===== config.mk =====
export PLATFORM = sky130hd
export DESIGN_NAME = vfd_dimming_grid_sequencer
export DESIGN_NICKNAME = d
export VERILOG_FILES = /design/src/design/vfd_pkg.sv /design/src/design/frame_if.sv /design/src/design/serial_frame_rx.sv /design/src/design/vfd_dimming_grid_sequencer.sv
export SDC_FILE = /design/constraint.sdc
export NUM_CORES = 1
export LEC_CHECK = 0
export ABC_AREA = 1
export BUFFER_PORTS_ARGS = -buffer_cell sky130_fd_sc_hd__buf_2
export CORE_AREA = 2 2 166 168
export CTS_CLUSTER_SIZE = 25
export DETAILED_ROUTE_END_ITERATION = 10
export DIE_AREA = 0 0 168 170
export GPL_TIMING_DRIVEN = 0
export PLACE_DENSITY_LB_ADDON = 0.25
export SKIP_LAST_GASP = 1
export SLEW_MARGIN = 20
export SYNTH_ARGS = -nofsm -noshare
export SYNTH_HDL_FRONTEND = slang
export SYNTH_SLANG_ARGS = --single-unit

===== constraint.sdc =====
create_clock -name clk -period 9.05 [get_ports clk]
set_input_delay 1.81 -clock clk [delete_from_list [all_inputs] [get_ports clk]]
set_output_delay 1.81 -clock clk [all_outputs]
set_load 0.005 [all_outputs]

===== src/design/vfd_pkg.sv =====
// shared constants and types for the display timing and dimming block
`default_nettype none
package vfd_pkg;
  localparam int unsigned SEG_W      = 32;
  localparam int unsigned DIM_W      = 10;
  localparam int unsigned MODE_W     = 3;
  localparam int unsigned FRAME_W    = SEG_W + MODE_W;
  // dimming field sits below the mode bits once a 13-bit frame is in
  localparam int unsigned DIM_LSB    = FRAME_W - (DIM_W + MODE_W);
  localparam logic [DIM_W-1:0] DIM_MAX = 10'h3f8;   // 1016
  localparam logic [DIM_W-1:0] DIM_RESET = 10'h000;
  localparam logic [SEG_W-1:0] SEG_RESET = 32'h0000_0000;
  // oscillator cycles per bit time, bit times per grid slot
  localparam int unsigned BIT_CYCLES = 4;
  localparam logic [1:0] BIT_LAST    = 2'(BIT_CYCLES - 1);
  localparam logic [DIM_W-1:0] SLOT_LAST = 10'h3ff;  // 1024 bit times
  // function codes written as {m2, m1, m0}
  localparam logic [2:0] FN_SEG_ALL  = 3'h0;
  localparam logic [2:0] FN_SEG_ONE  = 3'h1;
  localparam logic [2:0] FN_SEG_TWO  = 3'h2;
  localparam logic [2:0] FN_SEG_THR  = 3'h3;
  localparam logic [2:0] FN_DIMMING  = 3'h4;
  typedef enum logic [2:0]
  {
    GRID_ONE   = 3'b001,
    GRID_TWO   = 3'b010,
    GRID_THREE = 3'b100
  } grid_state_e;
endpackage
`default_nettype wire


===== src/design/frame_if.sv =====
// frame hand-over from the serial receiver to the display core
`timescale 1ns/100ps
`default_nettype none
interface frame_if;
  logic                           load;
  logic [vfd_pkg::MODE_W-1:0]     mode;
  logic [vfd_pkg::SEG_W-1:0]      seg_word;
  logic [vfd_pkg::DIM_W-1:0]      dim_word;
  modport rx   (output load, output mode, output seg_word, output dim_word);
  modport core (input load, input mode, input seg_word, input dim_word);
endinterface
`default_nettype wire


===== src/design/serial_frame_rx.sv =====
// three-wire serial receiver: samples pins, shifts bits, loads on select fall
`timescale 1ns/100ps
`default_nettype none
module serial_frame_rx
(
  input  wire logic clk,
  input  wire logic reset,
  input  wire logic shift_clk,
  input  wire logic serial_data,
  input  wire logic chip_select,
  frame_if.rx       frame
);
  logic [2:0]                   sync1_reg;
  logic [2:0]                   sync2_reg;
  logic                         sclk_prev_reg;
  logic                         cs_prev_reg;
  logic [vfd_pkg::FRAME_W-1:0]  shift_reg;
  logic                         sclk_rise;
  logic                         cs_fall;

  // two-flop synchronisers for the pins
  always_ff @(posedge clk)
  begin
    if (reset)
    begin
      sync1_reg <= 3'h0;
      sync2_reg <= 3'h0;
    end
    else
    begin
      sync1_reg <= {chip_select, serial_data, shift_clk};
      sync2_reg <= sync1_reg;
    end
  end

  // edge history
  always_ff @(posedge clk)
  begin
    if (reset)
    begin
      sclk_prev_reg <= 1'b0;
      cs_prev_reg   <= 1'b0;
    end
    else
    begin
      sclk_prev_reg <= sync2_reg[0];
      cs_prev_reg   <= sync2_reg[2];
    end
  end

  assign sclk_rise = sync2_reg[0] & ~sclk_prev_reg;
  assign cs_fall   = cs_prev_reg & ~sync2_reg[2];

  always_ff @(posedge clk)
  begin
    if (reset)
      shift_reg <= '0;
    else if (sclk_rise && sync2_reg[2])
      shift_reg <= {sync2_reg[1], shift_reg[vfd_pkg::FRAME_W-1:1]};
  end

  always_ff @(posedge clk)
  begin
    if (reset)
    begin
      frame.load     <= 1'b0;
      frame.mode     <= vfd_pkg::FN_SEG_ALL;
      frame.seg_word <= vfd_pkg::SEG_RESET;
      frame.dim_word <= vfd_pkg::DIM_RESET;
    end
    else
    begin
      frame.load     <= cs_fall;
      frame.mode     <= shift_reg[vfd_pkg::FRAME_W-1 -: vfd_pkg::MODE_W];
      frame.seg_word <= shift_reg[vfd_pkg::SEG_W-1:0];
      frame.dim_word <= shift_reg[vfd_pkg::DIM_LSB +: vfd_pkg::DIM_W];
    end
  end
endmodule
`default_nettype wire


===== src/design/vfd_dimming_grid_sequencer.sv =====
// grid sequencer, dimming and segment output stage of the display driver
`timescale 1ns/100ps
`default_nettype none
module vfd_dimming_grid_sequencer
(
  input  wire logic                       clk,
  input  wire logic                       reset,
  input  wire logic                       shift_clk,
  input  wire logic                       serial_data,
  input  wire logic                       chip_select,
  input  wire logic                       master_select,
  input  wire logic                       duty_select,
  input  wire logic                       dimming_pulse_in,
  input  wire logic                       grid_sync_in_a,
  input  wire logic                       grid_sync_in_b,
  output var  logic [vfd_pkg::SEG_W-1:0]  segment_outputs,
  output var  logic                       grid_drive_one,
  output var  logic                       grid_drive_two,
  output var  logic                       grid_drive_three,
  output var  logic                       dimming_pulse_out,
  output var  logic                       grid_sync_out_a,
  output var  logic                       grid_sync_out_b
);
  frame_if frame ();

  logic [4:0]                     pin1_reg;
  logic [4:0]                     pin2_reg;
  logic [vfd_pkg::SEG_W-1:0]      latch_reg [3];
  logic [vfd_pkg::DIM_W-1:0]      dim_reg;
  logic [1:0]                     prescale_reg;
  logic [vfd_pkg::DIM_W-1:0]      bit_cnt_reg;
  vfd_pkg::grid_state_e           grid_reg;
  vfd_pkg::grid_state_e           grid_next;
  logic                           bit_tick;
  logic [vfd_pkg::DIM_W-1:0]      duty;
  logic                           on_phase;
  logic                           is_master;
  logic [2:0]                     slave_sel;
  logic [2:0]                     wr_mask;

  // latch write mask from the function code
  function automatic logic [2:0] latch_mask(input logic [2:0] code);
    case (code)
      vfd_pkg::FN_SEG_ALL: latch_mask = 3'h7;
      vfd_pkg::FN_SEG_ONE: latch_mask = 3'h1;
      vfd_pkg::FN_SEG_TWO: latch_mask = 3'h2;
      vfd_pkg::FN_SEG_THR: latch_mask = 3'h4;
      default:             latch_mask = 3'h0;
    endcase
  endfunction

  // one-hot latch choice to segment word
  function automatic logic [vfd_pkg::SEG_W-1:0] pick_latch
  (
    input logic [2:0]                sel,
    input logic [vfd_pkg::SEG_W-1:0] l0,
    input logic [vfd_pkg::SEG_W-1:0] l1,
    input logic [vfd_pkg::SEG_W-1:0] l2
  );
    pick_latch = ({vfd_pkg::SEG_W{sel[0]}} & l0)
               | ({vfd_pkg::SEG_W{sel[1]}} & l1)
               | ({vfd_pkg::SEG_W{sel[2]}} & l2);
  endfunction

  serial_frame_rx u_rx
  (
    .clk         (clk),
    .reset       (reset),
    .shift_clk   (shift_clk),
    .serial_data (serial_data),
    .chip_select (chip_select),
    .frame       (frame.rx)
  );

  // two-flop synchronisers for mode and slave pins
  always_ff @(posedge clk)
  begin
    if (reset)
    begin
      pin1_reg <= 5'h00;
      pin2_reg <= 5'h00;
    end
    else
    begin
      pin1_reg <= {master_select, duty_select, dimming_pulse_in,
                   grid_sync_in_b, grid_sync_in_a};
      pin2_reg <= pin1_reg;
    end
  end

  assign is_master = pin2_reg[4];
  assign slave_sel = {pin2_reg[0] & pin2_reg[1],
                      ~pin2_reg[0] & pin2_reg[1],
                      pin2_reg[0] & ~pin2_reg[1]};

  assign wr_mask = latch_mask(frame.mode);

  generate
    for (genvar i = 0; i < 3; i++)
    begin : g_latch
      always_ff @(posedge clk)
      begin
        if (reset)
          latch_reg[i] <= vfd_pkg::SEG_RESET;
        else if (frame.load && wr_mask[i])
          latch_reg[i] <= frame.seg_word;
      end
    end
  endgenerate

  always_ff @(posedge clk)
  begin
    if (reset)
      dim_reg <= vfd_pkg::DIM_RESET;
    else if (frame.load && frame.mode == vfd_pkg::FN_DIMMING)
      dim_reg <= frame.dim_word;
  end

  assign duty = (dim_reg > vfd_pkg::DIM_MAX) ? vfd_pkg::DIM_MAX : dim_reg;

  always_ff @(posedge clk)
  begin
    if (reset)
      prescale_reg <= 2'h0;
    else
      prescale_reg <= (prescale_reg == vfd_pkg::BIT_LAST) ? 2'h0 : prescale_reg + 2'h1;
  end
  assign bit_tick = (prescale_reg == vfd_pkg::BIT_LAST);

  always_ff @(posedge clk)
  begin
    if (reset)
      bit_cnt_reg <= '0;
    else if (bit_tick)
      bit_cnt_reg <= bit_cnt_reg + 10'h001;
  end

  always_comb
  begin
    grid_next = grid_reg;
    case (grid_reg)
      vfd_pkg::GRID_ONE:   grid_next = vfd_pkg::GRID_TWO;
      vfd_pkg::GRID_TWO:   grid_next = pin2_reg[3] ? vfd_pkg::GRID_ONE : vfd_pkg::GRID_THREE;
      vfd_pkg::GRID_THREE: grid_next = vfd_pkg::GRID_ONE;
      default:             grid_next = vfd_pkg::GRID_ONE;
    endcase
  end

  // grid advance at end of slot
  always_ff @(posedge clk)
  begin
    if (reset)
      grid_reg <= vfd_pkg::GRID_ONE;
    else if (bit_tick && bit_cnt_reg == vfd_pkg::SLOT_LAST)
      grid_reg <= grid_next;
  end

  assign on_phase = (bit_cnt_reg < duty);

  always_ff @(posedge clk)
  begin
    if (reset)
      segment_outputs <= vfd_pkg::SEG_RESET;
    else if (is_master)
      segment_outputs <= on_phase ? pick_latch(grid_reg, latch_reg[0], latch_reg[1],
                                               latch_reg[2]) : vfd_pkg::SEG_RESET;
    else
      segment_outputs <= pin2_reg[2] ? pick_latch(slave_sel, latch_reg[0], latch_reg[1],
                                                  latch_reg[2]) : vfd_pkg::SEG_RESET;
  end

  always_ff @(posedge clk)
  begin
    if (reset)
    begin
      grid_drive_one    <= 1'b0;
      grid_drive_two    <= 1'b1;
      grid_drive_three  <= 1'b1;
      dimming_pulse_out <= 1'b0;
      grid_sync_out_a   <= 1'b0;
      grid_sync_out_b   <= 1'b0;
    end
    else if (is_master)
    begin
      grid_drive_one    <= ~(grid_reg[0] & on_phase);   // active low
      grid_drive_two    <= ~(grid_reg[1] & on_phase);
      grid_drive_three  <= ~(grid_reg[2] & on_phase);
      dimming_pulse_out <= on_phase;
      grid_sync_out_a   <= grid_reg[0] | grid_reg[2];
      grid_sync_out_b   <= grid_reg[1] | grid_reg[2];
    end
    else
    begin
      grid_drive_one    <= 1'b1;
      grid_drive_two    <= 1'b1;
      grid_drive_three  <= 1'b1;
      dimming_pulse_out <= 1'b0;
      grid_sync_out_a   <= 1'b0;
      grid_sync_out_b   <= 1'b0;
    end
  end
endmodule
`default_nettype wire


# Yosys cells after proc, flatten, opt, wreduce, memory -nomap -nowiden
# Memory sizes are Yosys's and may differ from the RTL's.
# Index checks and enable logic that the tools add are counted.
# Widths: inputs -> output; s select.
dict set report word_totals {
  reg_bits 162
  mem_bits_rw 96
  in_bits 10
  mem_count 1
}
# name words word_bits rd rd_clocked_by_memory_dff wr line
set memory_table {}
lappend memory_table {latch_reg 3 32 3 0 3 vfd_dimming_grid_sequencer.sv:28} ;# logic [vfd_pkg::SEG_W-1:0] latch_reg [3];
dict set report op_classes {
  n_mux 22
  order_cmp 2
  n_addsub 2
  n_eq_ne 8
  n_bitwise 31
  reduce_logical 9
}
# cell count
set ops {}
lappend ops {{$and 32x32->32} 6}
lappend ops {{$mux 32} 6}
lappend ops {{$or 32x32->32} 4}
lappend ops {{$mux 1} 12}
lappend ops {{$pmux 3 s4} 1}
lappend ops {{$add 10x1->10 const B} 1}
lappend ops {{$eq 10x10->1 const B} 1}
lappend ops {{$gt 10x10->1 const B} 1}
lappend ops {{$lt 10x10->1} 1}
lappend ops {{$mux 10} 1}
lappend ops {{$eq 3x2->1 const B} 3}
lappend ops {{$and 1x1->1} 8}
lappend ops {{$not 1->1} 8}
lappend ops {{$eq 3x1->1 const B} 2}
lappend ops {{$logic_and 1x1->1} 6}
lappend ops {{$pmux 3 s2} 1}
lappend ops {{$or 1x1->1} 5}
lappend ops {{$reduce_or 2->1} 2}
lappend ops {{$eq 3x3->1 const B} 1}
lappend ops {{$logic_not 3->1} 1}
lappend ops {{$mux 3} 1}
lappend ops {{$add 2x1->2 const B} 1}
lappend ops {{$eq 2x2->1 const B} 1}

# Logic depth before layout (Yosys ltp)
dict set report logic_depth {
  depth_word 7
  depth_mapped 14
  ltp_nobuf 14
}

# By module
# Synthesis repeated with hierarchy kept, for this count alone.
dict set report hier_totals {
  hier_cells 1265
  hier_area_um2 10965.5
}
# module seq_area_each_um2 area_each_um2 cells_per_inst n_inst
set by_module_without_submodules {}
lappend by_module_without_submodules {vfd_dimming_grid_sequencer 4344.2 8296.7 929 1}
lappend by_module_without_submodules {serial_frame_rx 1581.5 2668.8 336 1}

# Worst setup path after synthesis
# OpenSTA, ideal clock, no wires.
dict set report synth_path {
  kind {input to register}
  startpoint {input port reset}
  endpoint {memory latch_reg[0][0] (netlist name), enable pin}
  path_buffers 2
  setup_slack_ns 5.144
  cell_stages 4
  arrival_time_ns 3.248
  required_time_ns 8.392
  setup_time_ns 0.658
  cell_sequence {inv_1 buf_2 buf_2 o21ai_0}
}
# element line
set synth_rtl {}
lappend synth_rtl {{start, declared} vfd_dimming_grid_sequencer.sv:7} ;# input wire logic reset,
lappend synth_rtl {{end, declared} vfd_dimming_grid_sequencer.sv:28}

==> reports/qor.csv <==
stage,metric,value,unit
clocking,clk_pin_slew,0.06,ns
logic_synthesis,syn_nets,1229,
layout,multiInputGateArea,3610,um^2
die,core_area,26700,um^2
timing,setup_viol,0,
placed_design,placedInstanceArea,11200,um^2
timing,max_freq,308,MHz
logic_synthesis,netlist_area,10500,um^2
route,via_count,7796,
logic_synthesis,yosysWarnings,0,
setup_path,startpoint,reset,
logic_synthesis,synth_cells,1208,
layout,largest_reg_flops,96,
setup_path,start_kind,input pin,
setup_path,cp_top_family,simple AND/OR/NAND/NOR gates,
placed_design,gp_congestion,0.821,
die,core.rowCount,60,
grt,grt_pass1_vias,7626,
clocking,cts-root-buf,clkbuf_16,
setup_path,cp.arrival,3.38,ns
layout,regArea,5930,um^2
layout,design_area,12200,um^2
worst_hold_path,hold_depth,2,
layout,antennaDiodeCount,0,
logic_synthesis,ys_seq_area_frac,0.564,
setup_path,timing_worst_setup_path_type,input pin to flip-flop,
route,wl,25.1,mm
power,worst_ir_drop_vdd,0.000121,V
timing,relSlewSlack,0.379,
clocking,numCtsBuffers,27,
clocking,clk_latency,0.53,ns
setup_path,crit_buf_inv,2,
setup_path,cpMaxStageDelayCell,or2_2,
clocking,cts.repair.resized,0,
layout,final_common_cell,nand2_1,
status,status,"complete, no violations",
logic_synthesis,synth_xor_area_frac,0,
die,die_w,168,um
timing,report.final.slew_viol_count,0,
timing,setup_tns,0,ns
setup_path,crit_cells,3,
logic_synthesis,yosys-mux-area-fraction,0,
worst_hold_path,hold_class,flip-flop to flip-flop,
clocking,clock-sinks,248,
route,drc,0,
route,dr.pass1.iters,6,
timing,rsz0062_at_grt,false,
logic_synthesis,yosys.area_share.simple,0.225,
clocking,clock_path_buffers,3,
timing,period_minus_slack,3.24,ns
power,p_per_area,198,nW/um^2
setup_path,reg2reg_to,segment_outputs[1],
setup_path,rr_startpoint,dim_reg[3],
timing,tightest_slew,0.932,ns
clocking,cts_hold_buffers,0,
power,p_leak,4.68,nW
setup_path,reg2reg_slack,7.05,ns
logic_synthesis,synth_top_family_by_area,simple AND/OR/NAND/NOR gates,
route,post_drt_wl_per_cell,15.2,um
layout,syn_to_final_growth,15.9,%
timing,skew,0.0170,ns
die,start_util,0.394,
logic_synthesis,synthAdderAreaFrac,0.0131,
setup_path,crit_chain,"buf_2, clkbuf_1, or2_2",
layout,drive_above_1_share,0.173,
route,antenna_left,0,
layout,nNetsFinal,1308,
grt,track_usage,0.180,
logic_synthesis,synth_seq_cells,248,
die,die_y,170,um
placed_design,io_buffers,47,
route,drt_iter0_markers,715,
setup_path,ff2ff_path_depth,14,
layout,final_cell_mix,"nand2_1 (271), nor2_1 (173), dfxtp_1 (152)",
grt,grt_overflow_total,0,
grt,grt_max_degree,33,
clocking,htree_levels,1,
job,cap_viol_max_count,0,
clocking,postCtsSetupRepairBufs,0,
setup_path,crit_path_end_kind,flip-flop,
die,ioPinCount,48,
placed_design,hpwl,17.5,mm
logic_synthesis,synth_cell_types,33,
timing,hold_viol_final,0,
timing,min_period_over_period,0.358,
clocking,tritoncts,done,
setup_path,cp-endpoint,latch_reg[2][11],
setup_path,cp_max_fo,32,
setup_path,cp.required,9.19,ns
die,die_area,28600,um^2
layout,fillers,2567,
setup_path,max_stage_delay,0.86,ns
grt,grt_pass1_wl,40.3,mm
logic_synthesis,synth-compound-area-share,0.103,
power,total_power,2.41,mW
grt,antenna_found_initial,1,
logic_synthesis,syn_avg_cell_area,8.70,um^2
route,via_per_inst,4.73,
[power by group]
group | switching (mW) | total (mW) | internal [mW]
clock | 0.445 | 1.11 | 0.667
sequential | 0.0121 | 1.20 | 1.18
combinational | 0.0686 | 0.0980 | 0.0294
total | 0.526 | 2.41 | 1.88
[worst min-delay path by stage]
stage	from	end
after floorplan	pin1_reg[0]	pin2_reg[0]
after global placement	pin1_reg[4]	pin2_reg[4]
after detailed placement	u_rx.sync1_reg[1]	u_rx.sync2_reg[1]
after CTS	u_rx.sync1_reg[1]	u_rx.sync2_reg[1]
after global routing	u_rx.sync1_reg[2]	u_rx.sync2_reg[2]
final	u_rx.sync1_reg[1]	u_rx.sync2_reg[1]
[tightest hold or removal path: cells and delay by family (launching register included)]
family / cells / cell delay [ns]
flip-flops: 1 / 0.29
buffers and inverters: 1 / 0.04
AND/OR/NAND/NOR: 1 / 0.03
[cell usage after synthesis]
cell type  count  area share
nand2_1      271       0.097
nor2_1       173       0.062
dfxtp_1      152        0.29
inv_1        149       0.053
edfxtp_1      96        0.27
a21oi_1       58       0.028
o21ai_0       52       0.025
nand3_1       41       0.020
buf_2         33       0.016
o211ai_1      32       0.023
a21oi_2       31       0.026
nand3_2       31       0.030
clkbuf_1      25      0.0089
ha_1          11       0.013
inv_2          9      0.0032
clkinv_1       8      0.0029
nor2_2         6      0.0036
nor3_1         4      0.0019
buf_1          3      0.0011
buf_12         3      0.0057
buf_6          3      0.0032
nand2_2        3      0.0018
nor3_2         2      0.0019
o21ai_1        2     0.00095
or3_1          2      0.0012
buf_4          1     0.00071
nand2_8        1      0.0019
nand4_2        1      0.0012
nor2_4         1      0.0011
nor3_4         1      0.0015
nor3b_1        1     0.00071
o21bai_2       1      0.0011
or2_2          1     0.00060
[through the flow]
step	std cells	setup slack, ns	utilization	hold slack (ns)
floorplan	1208	5.14	-	0.388
global placement	1596	3.56	0.419	0.394
detailed placement	1599	5.22	0.422	0.392
CTS	1648	5.77	0.457	0.400
global route	1648	5.69	0.457	0.414
finish	1648	5.81	0.457	0.400
[routing by layer]
metal,track usage,routed length [um],up-vias
li1,-,-,3992
met1,0.240,11400,3527
met2,0.298,11600,234
met3,0.0288,1500,41
met4,0.0658,587,2
met5,0,13,-
[kinds of logic (layout without fill, tap and decap cells)]
logic type | Yosys count | after routing
AND/OR/NAND/NOR | 539 | 539
flip-flops | 248 | 248
buffers and inverters | 234 | 333
AO/OA/AOI/OAI | 176 | 176
adder cells (fa/ha/maj) | 11 | 11
[cell type report]
class / instances / share of cell area
plain buffers: 68 / 0.0305
clock buffers: 33 / 0.0634
clock inverters: 16 / 0.0124
inverters: 166 / 0.0512
multi-input cells: 726 / 0.296
flip-flops and latches: 248 / 0.487
well taps: 341 / 0.0351
repair buffers: 50 / 0.0241
No activity file was read; power rests on OpenSTA's default activity.
